<file path="src/verilog/ict_pkg.sv">
`default_nettype none
package ict_pkg;
	// cycle figures at zero wait states
	localparam logic [4:0] CYC_ONE = 5'h01;
	localparam logic [4:0] CYC_TWO = 5'h02;
	localparam logic [4:0] CYC_THREE = 5'h03;
	localparam logic [4:0] CYC_POP_RET = 5'h03;
	localparam logic [4:0] CYC_SHIFT_ALL = 5'h00;
	// wide-encoding fields
	localparam logic [15:0] ENC_BARRIER_HI = 16'hF3BF;
	localparam logic [7:0] ENC_BARRIER_LO = 8'h8F;
	localparam logic [3:0] BAR_DATA_SYNC = 4'h4;
	localparam logic [3:0] BAR_DATA_MEM = 4'h5;
	localparam logic [3:0] BAR_INSTR_SYNC = 4'h6;
	localparam logic [11:0] ENC_SRREAD_HI = 12'hF3E;
	localparam logic [11:0] ENC_SRWRITE_HI = 12'hF38;
	// hint selectors
	localparam logic [3:0] HINT_WAIT_EVENT = 4'h2;
	localparam logic [3:0] HINT_WAIT_IRQ = 4'h3;
	// shift amount that clears or sign-fills a word
	localparam logic [7:0] SHIFT_FULL = 8'h20;
	// reset values
	localparam logic RST_READY = 1'b1;

	typedef enum logic [2:0] {
		CLS_DATA = 3'h0,
		CLS_MEM = 3'h1,
		CLS_MULTI = 3'h2,
		CLS_BRANCH = 3'h3,
		CLS_HINT = 3'h4,
		CLS_SYS = 3'h5,
		CLS_TRAP = 3'h6,
		CLS_UNDEF = 3'h7
	} ict_class_type;

	typedef enum logic {
		ST_IDLE = 1'b0,
		ST_BUSY = 1'b1
	} ict_fsm_type;

	typedef struct packed {
		ict_fsm_type state;
		logic ready;
		logic done;
		logic undef;
		logic wide;
		logic stallable;
		logic [4:0] remain;
		logic [4:0] cycles;
		ict_class_type cls;
		logic [31:0] result;
	} ict_state_type;
endpackage
`default_nettype wire

</file>
<file path="src/verilog/ict_popcount.sv">
`timescale 1ns/100ps
`default_nettype none
module ict_popcount #(
	parameter int WIDTH = 8,
	parameter int CW = 4
) (
	input wire logic [WIDTH-1:0] bits,
	output logic [CW-1:0] count
);
	if (WIDTH < 1 || WIDTH >= (1 << CW)) begin : g_chk
		$error("popcount width does not fit its count");
	end

	always_comb begin
		count = '0;
		for (int i = 0; i < WIDTH; i++) begin
			count = count + CW'(bits[i]);
		end
	end
endmodule
`default_nettype wire

</file>
<file path="src/verilog/ict_decoder.sv">
`timescale 1ns/100ps
`default_nettype none
// How it works
// - all narrow encodings except branch-on-zero forms, if-then
// - wide encodings: call, barriers, special register moves
// - figures assume no wait; stalls lengthen
// - simple data operations finish in one cycle
// - arithmetic right shift: one cycle, keeps sign
// - rotate right by register: one cycle
// - address from stack or program counter: one
// - single load or store: two or one
// - bus target two cycles, I/O port one
// - multiple transfers take one plus register count, three plus for pop with program counter
// - count includes link register or program counter
// - register branches and unconditional branch: two cycles
// - conditional branch: two taken, one not
// - byte and halfword extension: one cycle
// - byte reversals: one cycle
// - wait hint figures exclude suspended time
module ict_decoder import ict_pkg::*; #(
	parameter int TRAP_CYCLES = 1
) (
	// clock and reset
	input wire logic REF_CLK,
	input wire logic ARST_N,
	// instruction request
	input wire logic INSTR_VALID,
	input wire logic [15:0] INSTR_HI,
	input wire logic [15:0] INSTR_LO,
	input wire logic BRANCH_TAKEN,
	input wire logic TARGET_IO,
	input wire logic STALL,
	// operands
	input wire logic [31:0] OPERAND_A,
	input wire logic [31:0] OPERAND_B,
	// completion
	output logic INSTR_READY,
	output logic DONE,
	output logic [4:0] CYCLES,
	output logic [2:0] CLASS,
	output logic UNDEFINED,
	output logic WIDE,
	output logic [31:0] RESULT
);
	if (TRAP_CYCLES < 1 || TRAP_CYCLES > 31) begin : g_chk
		$error("trap cycle count out of range");
	end

	localparam logic [4:0] TRAP_CYC = 5'(TRAP_CYCLES);

	ict_state_type cur_reg;
	ict_state_type cur_next;
	ict_class_type dec_cls;
	logic [4:0] dec_cyc;
	logic dec_undef;
	logic dec_wide;
	logic dec_stall;
	logic dec_asr;
	logic [3:0] list_cnt;
	logic [4:0] list_n;
	logic [7:0] amt;
	logic [1:0] sh_op;
	logic sh_en;
	logic [31:0] dp_result;
	logic accept;

	ict_popcount #(.WIDTH(8), .CW(4)) u_count (
		.bits(INSTR_HI[7:0]),
		.count(list_cnt)
	);

	assign accept = INSTR_VALID && cur_reg.ready;
	assign list_n = {1'b0, list_cnt} + {4'h0, INSTR_HI[8]};

	// decode class and cycle figure
	always_comb begin
		dec_cls = CLS_DATA;
		dec_cyc = CYC_ONE;
		dec_undef = 1'b0;
		dec_wide = 1'b0;
		dec_stall = 1'b0;
		if (INSTR_HI[15:11] == 5'b11101 || INSTR_HI[15:12] == 4'hF) begin
			dec_wide = 1'b1;
			dec_cls = CLS_SYS;
			dec_cyc = CYC_THREE;
			if (INSTR_HI[15:11] == 5'b11110 && INSTR_LO[15:14] == 2'b11 && INSTR_LO[12]) begin
				dec_cls = CLS_BRANCH;
			end else if (INSTR_HI == ENC_BARRIER_HI && INSTR_LO[15:8] == ENC_BARRIER_LO &&
					(INSTR_LO[7:4] == BAR_DATA_SYNC || INSTR_LO[7:4] == BAR_DATA_MEM ||
					INSTR_LO[7:4] == BAR_INSTR_SYNC)) begin
				dec_cls = CLS_SYS;
			end else if ((INSTR_HI[15:4] == ENC_SRREAD_HI || INSTR_HI[15:4] == ENC_SRWRITE_HI) &&
					INSTR_LO[15:14] == 2'b10 && !INSTR_LO[12]) begin
				dec_cls = CLS_SYS;
			end else begin
				dec_undef = 1'b1;
			end
		end else begin
			priority casez (INSTR_HI[15:11])
				5'b00???: dec_cls = CLS_DATA;
				5'b01000: begin
					if (INSTR_HI[10] && INSTR_HI[9:8] == 2'b11) begin
						dec_cls = CLS_BRANCH;
						dec_cyc = CYC_TWO;
					end else if (INSTR_HI[10] && INSTR_HI[9:8] != 2'b01 &&
							{INSTR_HI[7], INSTR_HI[2:0]} == 4'hF) begin
						dec_cls = CLS_BRANCH;
						dec_cyc = CYC_TWO;
					end
				end
				5'b01001, 5'b0101?, 5'b011??, 5'b100??: begin
					dec_cls = CLS_MEM;
					dec_cyc = TARGET_IO ? CYC_ONE : CYC_TWO;
					dec_stall = !TARGET_IO;
				end
				5'b1010?: dec_cls = CLS_DATA;
				5'b1011?: begin
					priority casez (INSTR_HI[11:8])
						4'b0000, 4'b0010: dec_cls = CLS_DATA;
						4'b?0?1: dec_undef = 1'b1;
						4'b010?: begin
							dec_cls = CLS_MULTI;
							dec_cyc = CYC_ONE + list_n;
							dec_stall = 1'b1;
						end
						4'b110?: begin
							dec_cls = CLS_MULTI;
							dec_cyc = (INSTR_HI[8] ? CYC_POP_RET : CYC_ONE) + list_n;
							dec_stall = 1'b1;
						end
						4'b0110: dec_undef = (INSTR_HI[7:5] != 3'b011);
						4'b1010: dec_undef = (INSTR_HI[7:6] == 2'b10);
						4'b1110: begin
							dec_cls = CLS_TRAP;
							dec_cyc = TRAP_CYC;
						end
						4'b1111: begin
							if (INSTR_HI[3:0] != 4'h0) begin
								dec_undef = 1'b1;
							end else begin
								dec_cls = CLS_HINT;
								if (INSTR_HI[7:4] == HINT_WAIT_EVENT || INSTR_HI[7:4] == HINT_WAIT_IRQ) begin
									dec_cyc = CYC_TWO;
									dec_stall = 1'b1;
								end
							end
						end
						default: dec_undef = 1'b1;
					endcase
				end
				5'b1100?: begin
					dec_cls = CLS_MULTI;
					dec_cyc = CYC_ONE + {1'b0, list_cnt};
					dec_stall = 1'b1;
				end
				5'b1101?: begin
					if (INSTR_HI[11:8] == 4'hE) begin
						dec_undef = 1'b1;
					end else if (INSTR_HI[11:8] == 4'hF) begin
						dec_cls = CLS_TRAP;
						dec_cyc = TRAP_CYC;
					end else begin
						dec_cls = CLS_BRANCH;
						dec_cyc = BRANCH_TAKEN ? CYC_TWO : CYC_ONE;
					end
				end
				5'b11100: begin
					dec_cls = CLS_BRANCH;
					dec_cyc = CYC_TWO;
				end
				default: dec_undef = 1'b1;
			endcase
		end
		if (dec_undef) begin
			dec_cls = CLS_UNDEF;
			dec_cyc = CYC_ONE;
			dec_stall = 1'b0;
		end
	end

	// shift, rotate, extend and reverse datapath
	always_comb begin
		amt = OPERAND_B[7:0];
		sh_op = 2'h0;
		sh_en = 1'b0;
		dec_asr = 1'b0;
		dp_result = 32'h0000_0000;
		if (INSTR_HI[15:13] == 3'b000 && INSTR_HI[12:11] != 2'b11) begin
			sh_en = 1'b1;
			sh_op = INSTR_HI[12:11];
			amt = {3'h0, INSTR_HI[10:6]};
			if (amt == 8'h00 && sh_op != 2'h0) begin
				amt = SHIFT_FULL;
			end
		end else if (INSTR_HI[15:10] == 6'b010000) begin
			sh_en = 1'b1;
			unique case (INSTR_HI[9:6])
				4'h2: sh_op = 2'h0;
				4'h3: sh_op = 2'h1;
				4'h4: sh_op = 2'h2;
				4'h7: sh_op = 2'h3;
				default: sh_en = 1'b0;
			endcase
		end
		if (sh_en) begin
			unique case (sh_op)
				2'h0: dp_result = (amt >= SHIFT_FULL) ? 32'h0000_0000 : OPERAND_A << amt[4:0];
				2'h1: dp_result = (amt >= SHIFT_FULL) ? 32'h0000_0000 : OPERAND_A >> amt[4:0];
				2'h2: begin
					dec_asr = 1'b1;
					dp_result = (amt >= SHIFT_FULL) ? {32{OPERAND_A[31]}} :
						32'($signed(OPERAND_A) >>> amt[4:0]);
				end
				2'h3: dp_result = (OPERAND_A >> amt[4:0]) |
					(OPERAND_A << (6'h20 - {1'b0, amt[4:0]}));
			endcase
		end else if (INSTR_HI[15:8] == 8'hB2) begin
			unique case (INSTR_HI[7:6])
				2'h0: dp_result = {{16{OPERAND_A[15]}}, OPERAND_A[15:0]};
				2'h1: dp_result = {{24{OPERAND_A[7]}}, OPERAND_A[7:0]};
				2'h2: dp_result = {16'h0000, OPERAND_A[15:0]};
				2'h3: dp_result = {24'h00_0000, OPERAND_A[7:0]};
			endcase
		end else if (INSTR_HI[15:8] == 8'hBA) begin
			unique case (INSTR_HI[7:6])
				2'h0: dp_result = {OPERAND_A[7:0], OPERAND_A[15:8], OPERAND_A[23:16], OPERAND_A[31:24]};
				2'h1: dp_result = {OPERAND_A[23:16], OPERAND_A[31:24], OPERAND_A[7:0], OPERAND_A[15:8]};
				2'h3: dp_result = {{16{OPERAND_A[7]}}, OPERAND_A[7:0], OPERAND_A[15:8]};
				default: dp_result = 32'h0000_0000;
			endcase
		end
	end

	// sequencer
	always_comb begin
		cur_next = cur_reg;
		cur_next.done = 1'b0;
		unique case (cur_reg.state)
			ST_IDLE: begin
				if (accept) begin
					cur_next.cls = dec_cls;
					cur_next.undef = dec_undef;
					cur_next.wide = dec_wide;
					cur_next.cycles = dec_cyc;
					cur_next.stallable = dec_stall;
					cur_next.result = dec_undef ? 32'h0000_0000 : dp_result;
					if (dec_cyc == CYC_ONE) begin
						cur_next.done = 1'b1;
					end else begin
						cur_next.state = ST_BUSY;
						cur_next.ready = 1'b0;
						cur_next.remain = dec_cyc - CYC_TWO;
					end
				end
			end
			ST_BUSY: begin
				if (!(STALL && cur_reg.stallable)) begin
					if (cur_reg.remain == CYC_SHIFT_ALL) begin
						cur_next.state = ST_IDLE;
						cur_next.ready = 1'b1;
						cur_next.done = 1'b1;
					end else begin
						cur_next.remain = cur_reg.remain - CYC_ONE;
					end
				end
			end
		endcase
	end

	always_ff @(posedge REF_CLK or negedge ARST_N) begin
		if (!ARST_N) begin
			cur_reg <= '{state: ST_IDLE, ready: RST_READY, cls: CLS_DATA, default: '0};
		end else begin
			cur_reg <= cur_next;
		end
	end

	assign INSTR_READY = cur_reg.ready;
	assign DONE = cur_reg.done;
	assign CYCLES = cur_reg.cycles;
	assign CLASS = cur_reg.cls;
	assign UNDEFINED = cur_reg.undef;
	assign WIDE = cur_reg.wide;
	assign RESULT = cur_reg.result;
endmodule
`default_nettype wire

</file>
<file path="config.mk">
export PLATFORM = sky130hd
export DESIGN_NAME = ict_decoder
export DESIGN_NICKNAME = d
export VERILOG_FILES = /design/src/verilog/ict_pkg.sv /design/src/verilog/ict_popcount.sv /design/src/verilog/ict_decoder.sv
export SDC_FILE = /design/constraint.sdc
export NUM_CORES = 1
export LEC_CHECK = 0
export ABC_AREA = 1
export ABC_CLOCK_PERIOD_IN_PS = 2400
export BUFFER_PORTS_ARGS = -buffer_cell sky130_fd_sc_hd__clkbuf_2
export CAP_MARGIN = 10
export CORE_ASPECT_RATIO = 0.9
export CORE_MARGIN = 2
export CORE_UTILIZATION = 45
export CTS_BUF_LIST = sky130_fd_sc_hd__clkbuf_8
export CTS_CLUSTER_DIAMETER = 40
export DETAILED_ROUTE_END_ITERATION = 16
export PLACE_DENSITY_LB_ADDON = 0.05
export REMOVE_ABC_BUFFERS = 1
export SLEW_MARGIN = 20
export SYNTH_ARGS = -nofsm -noshare
export SYNTH_HDL_FRONTEND = slang
export SYNTH_HIERARCHICAL = 1
export SYNTH_SLANG_ARGS = --single-unit
</file>
<file path="constraint.sdc">
create_clock -name REF_CLK -period 2.4 [get_ports REF_CLK]
set_clock_uncertainty 0.15 [all_clocks]
set_input_delay 0.24 -clock REF_CLK [delete_from_list [all_inputs] [get_ports REF_CLK]]
set_output_delay 0.24 -clock REF_CLK [all_outputs]
set_load 0.02 [all_outputs]
</file>
==> results.md, run 1 <==
- Outcome: stopped before the end
- Failing step: global routing
- Error msg: [ERROR GRT-0232] Routing congestion too high. Check the congestion heatmap in the GUI.
- Clock H-tree levels: 2
- Synth Cell Area: 0.0104 mm²
- Worst_ep kind: register input
- FF+latch count, synth: 51
- Initial core utilization: 45.9%
- Commonest cells post-synth: nand2_1, nand3_1, inv_1
- Mapped Avg Cell Area: around 5.3 µm²
- Distinct cells, synth: 54
- Die X-Extent: 164 µm
- Boundary Pins: 146
- Top cell type's share of synthesized area: approximately 28%
- CTS root buffer: clkbuf_8
- Final estimated routing congestion in global placement: 1.16
- EDFF count, synth: 0
- Top-count cell post-synth: nand2_1
- Async set-or-reset flop fraction in the synthesized netlist: 100%
- Clock sink count: 51
- Detail Placement HPWL: roughly 43,000 µm
- Primary FF master, synth: dfrtp_1
- # port buffers: 117
- Top cell type by total area after synthesis: nand2_1
- Synth area leaders: nand2_1, nand3_1, dfrtp_1
- Total CTS buffers: 5
- Largest net degree at the start of global routing: 37
- Worst-path endpoint after global-route repair_timing: cur_reg[44]$_DFFE_PN0P_/D
- Chip Height: approximately 150 µm
- Yosys warns: 6
- Cells after Synth: 1,973
- Total GRT Usage: 68.1%
- Cell Area, Placed: 0.0133 mm²
- Longest Clk Path Bufs: 2
- Seq/Total Area, Yosys: 12.3%
- # rows: 52
- Total grt overflow: 10
timing repair:
item                                    in CTS
endpoints found under the hold margin       26
gates resized for setup                    280
buffers inserted                            55
pin swaps                                   94
gates cloned                                 9
endpoints found under the setup margin      45
hold buffers                                 1
metal layers:
| layer | GRT usage (%) | GRT overflow |
|---|---|---|
| met3 | 55.5 | 0 |
| met2 | 81.8 | 6 |
| met4 | 52.5 | 4 |
| met1 | 74.0 | 0 |
| met5 | 29.5 | 0 |
logic make-up after synthesis:
kind of cell	Yosys count	synth area share (%)
flip-flops	51	12.3
AND/OR/NAND/NOR	1324	55.4
AO/OA/AOI/OAI	283	16.3
buffers and inverters	296	13.4
XOR/XNOR	4	0.338
adder cells (fa/ha/maj)	15	2.17
per-stage QoR:
step | setup TNS, ps | instances | utilization [%] | hold WS, ps | worst slack (ps)
floorplan | -54470 | 1829 | - | -206 | -1930
global placement | -41840 | 2574 | 58.7 | 164 | -2200
detailed placement | -43570 | 2574 | 58.7 | 181 | -2300
CTS | -18810 | 2646 | 66.6 | 39.5 | -1670
==> run 2: changes to the inputs <==
CORE_ASPECT_RATIO = default   (was 0.9)
CORE_UTILIZATION = 30   (was 45)
CTS_BUF_LIST = default   (was sky130_fd_sc_hd__clkbuf_8)
CTS_CLUSTER_DIAMETER = default   (was 40)
PLACE_DENSITY_LB_ADDON = 0.15   (was 0.05)
==> results.md, run 2 <==
- Worst r2r dst: cur_reg[44]$_DFFE_PN0P_
- FF-to-FF Start: cur_reg[50]$_DFF_PN0_
- Inst Count DP: 2,734 (was 2,574)
- Critical path class: primary input to register
- WHS Path Cells: 4
- Routed Antenna Nets: 0
- Primary FF master, synth: dfrtp_1 (unchanged)
- CTS root buffer: clkbuf_16 (was clkbuf_8)
- Initial core utilization: 30.2% (was 45.9%)
- Post-layout min period: 4040 ps
- CTS tree: built
- Seq/Total Area, Yosys: 12.3% (unchanged)
- Die ar.: 0.0361 mm²
- Finish-stage setup viols: 45
- Mapped Avg Cell Area: 5.25 µm² (unchanged)
- Initial antenna violation count: 1
- Die X-Extent: 190 µm (was 164 µm)
- Largest net degree at the start of global routing: 72
- Clock H-tree levels: 2 (unchanged)
- Commonest cells post-synth: nand2_1, nand3_1, inv_1 (unchanged)
- Cells after Synth: 1,973 (unchanged)
- Critical Path Most Common Cell: fa_1
- Cell family with most CP delay: adder cells
- Leak: 9.08 nW
- Critical Path AT: ~4100 ps
- Total GRT Usage: 32.5%
- CP max-delay cell: fa_1
- Syn-to-layout area delta: 79.0%
- Final-stage net count: 2,524
- Critical Path Start Type: primary input
- Worst EP required: 2440 ps
- HP Class: primary input to register
- # port buffers: 117 (unchanged)
- HP Start: STALL
- Yosys warns: 6 (unchanged)
- Boundary Pins: 146 (unchanged)
- EDFF count, synth: 0 (unchanged)
- Measured slew at the worst slew-check pin: 778 ps
- FF+latch count, synth: 51 (unchanged)
- Period utilisation layout: 168%
- Detail Placement HPWL: 46,000 µm (was 43,000 µm)
- Layout Cells excl Fill: 2,863
- Synth Cell Area: 0.0104 mm² (unchanged)
- CORE AREA: 0.0343 mm²
- Final WS setup: -1640 ps
- Final Max Slew Viols: 0
- RSZ-0062 raised after global routing: true
- Outcome: finished, violations left (was stopped before the end)
- Chip Height: 190 µm (was 148 µm)
- Setup TNS: -22,830 ps
- Via count: ~16k
- Drt pass-1 iters: 5
- Top-count cell post-synth: nand2_1 (unchanged)
- Levels on crit path: 18
- Ant diodes: 0
- Peak VDD IR: between 0.4 and 0.5 mV
- Final estimated routing congestion in global placement: 1.04 (was 1.16)
- Slew headroom: slightly below 50%
- Hold EP: INSTR_READY$_DFFE_PN1P_
- Multi-input gate area: 0.0107 mm²
- Reg2reg setup slack: roughly 440 ps
- Total Routed Length: 64,000 µm
- 1st-iter DRT viols: 1,840
- Clock sink count: 51 (unchanged)
- Layout cell share with drive strength beyond 1: about half
- Max_cap viols: 0
- CP Capture Type: register
- FF-to-FF path depth: 8
- Max FO, Critical Path: 5
- DR WL/cell: 22.4 µm
- CP cell instances: buf_8 > inv_4 > fa_1 > fa_1 > fa_2 > fa_1 > inv_2 > ha_4 > fa_2 > or2_4 > nand2_4 > o32ai_4 > nor2_2 > nand4_1 > nor2_4 > nor2_4 > nand2_1 > o21ai_1
- First-pass GRT wire length: 89,300 µm
- Max Clk Rate: 248 MHz
- Register area: around 0.0013 mm²
- Commonest non-fill, non-tap cell in the layout: nand2_1
- Total grt overflow: 0
- Fillers: between 3k and 4k
- PD cells: between 400 and 500 mW/mm²
- Distinct cells, synth: 54 (unchanged)
- Reg clk slew, reported paths: 80 ps
- Final hold slack: between 80 and 90 ps
- Total CTS buffers: 5 (unchanged)
- Async set-or-reset flop fraction in the synthesized netlist: 100% (unchanged)
- Top cell type's share of synthesized area: 27.7% (unchanged)
- Final Hold Fails: 0
- Number of global-route vias before repair: 14.9k
- Most frequent cells in the layout: nand2_1, buf_4, nand3_1
- Worst skew pair latency: 310 ps
- # DRC: 0
- Drt via density: 5.68
- Max reg flops: 32
- Violated checks: negative setup slack
- Longest Clk Path Bufs: 2 (unchanged)
- Synth area leaders: nand2_1, nand3_1, dfrtp_1 (unchanged)
- CP Buf/Inv Count: 3
- # rows: 68 (was 52)
- Top cell type by total area after synthesis: nand2_1 (unchanged)
- Largest stage delay, worst path: between 500 and 600 ps
[run 2: cell counts after synthesis]
Identical to the previous run, type by type.
[run 2: how the worst max path moves through the flow]
stage	from	end	slack (ps)
6_report	INSTR_HI[5]	cur_reg[42]$_DFFE_PN0P_	-1640
3_3_place_gp	INSTR_HI[2]	cur_reg[42]$_DFFE_PN0P_	-2180
5_1_grt	INSTR_HI[5]	cur_reg[42]$_DFFE_PN0P_	-1740
2_1_floorplan	INSTR_HI[2]	cur_reg[42]$_DFFE_PN0P_	-1930
3_5_place_dp	INSTR_HI[2]	cur_reg[43]$_DFFE_PN0P_	-2220
4_1_cts	INSTR_HI[5]	cur_reg[43]$_DFFE_PN0P_	-1670
[run 2: cell families (layout without fill, tap and decap cells)]
kind of cell | after synthesis | count (layout) | synth area share, %
simple gates | 1324 | 1325 | 55.4
buf+inv | 296 | 730 | 13.4
compound gates | 283 | 283 | 16.3
flops | 51 | 51 | 12.3
fa+ha+maj | 15 | 15 | 2.17
xor+xnor | 4 | 4 | 0.338
[run 2: metal layers]
layer | GRT usage (%) | wire (µm) | vias up
met5 | 0 | 13 | -
met4 | 19.4 | 4900 | 2
met3 | 4.08 | 5370 | 212
met2 | 52.8 | 28700 | 930
met1 | 41.2 | 25000 | 7677
li1 | - | - | 7434
[run 2: through the flow]
step	utilization [%]	area [µm²]	worst slack (ps)	total power, mW
global route	54.1	18600	-1740	8.66
floorplan	-	9550	-1930	3.71
detailed placement	39.3	13500	-2220	5.68
CTS	46.2	15900	-1670	7.17
global placement	39.3	13500	-2180	5.67
finish	54.1	18600	-1640	8.17
[run 2: layout make-up]
cell class              count  area share [%]
clock inverters             2          0.0876
repair buffers            570            28.1
clock buffers               6           0.748
well taps                 455            3.07
multi-input cells        1627            57.7
inverters                 152            3.43
flip-flops and latches     51            6.88
[run 2: timing repair]
item / 4_1_cts / 5_1_grt
endpoints found under the setup margin: 45 / 45
endpoints found under the hold margin: 50 / 0
hold buffers: 1 / 0
pin swaps: 130 / 226
buffers inserted: 45 / 71
gates resized for setup: 453 / 521
gates cloned: 13 / 7
[run 2: power by group]
part           switching, mW  internal [mW]
registers              0.197           1.16
logic                   3.63           2.40
clock network          0.355          0.418
total                   4.19           3.98
[run 2: worst reg2reg max path, cell delays in order, from the launching register on]
cell and delay (ps):
dfrtp_1 480, nor2_1 120, inv_2 70, buf_4 600, nor2_1 150, nand2_2 100, nand3_2 70, nand2_2 70
o21ai_2 40
(Power assumes the default switching activity.)
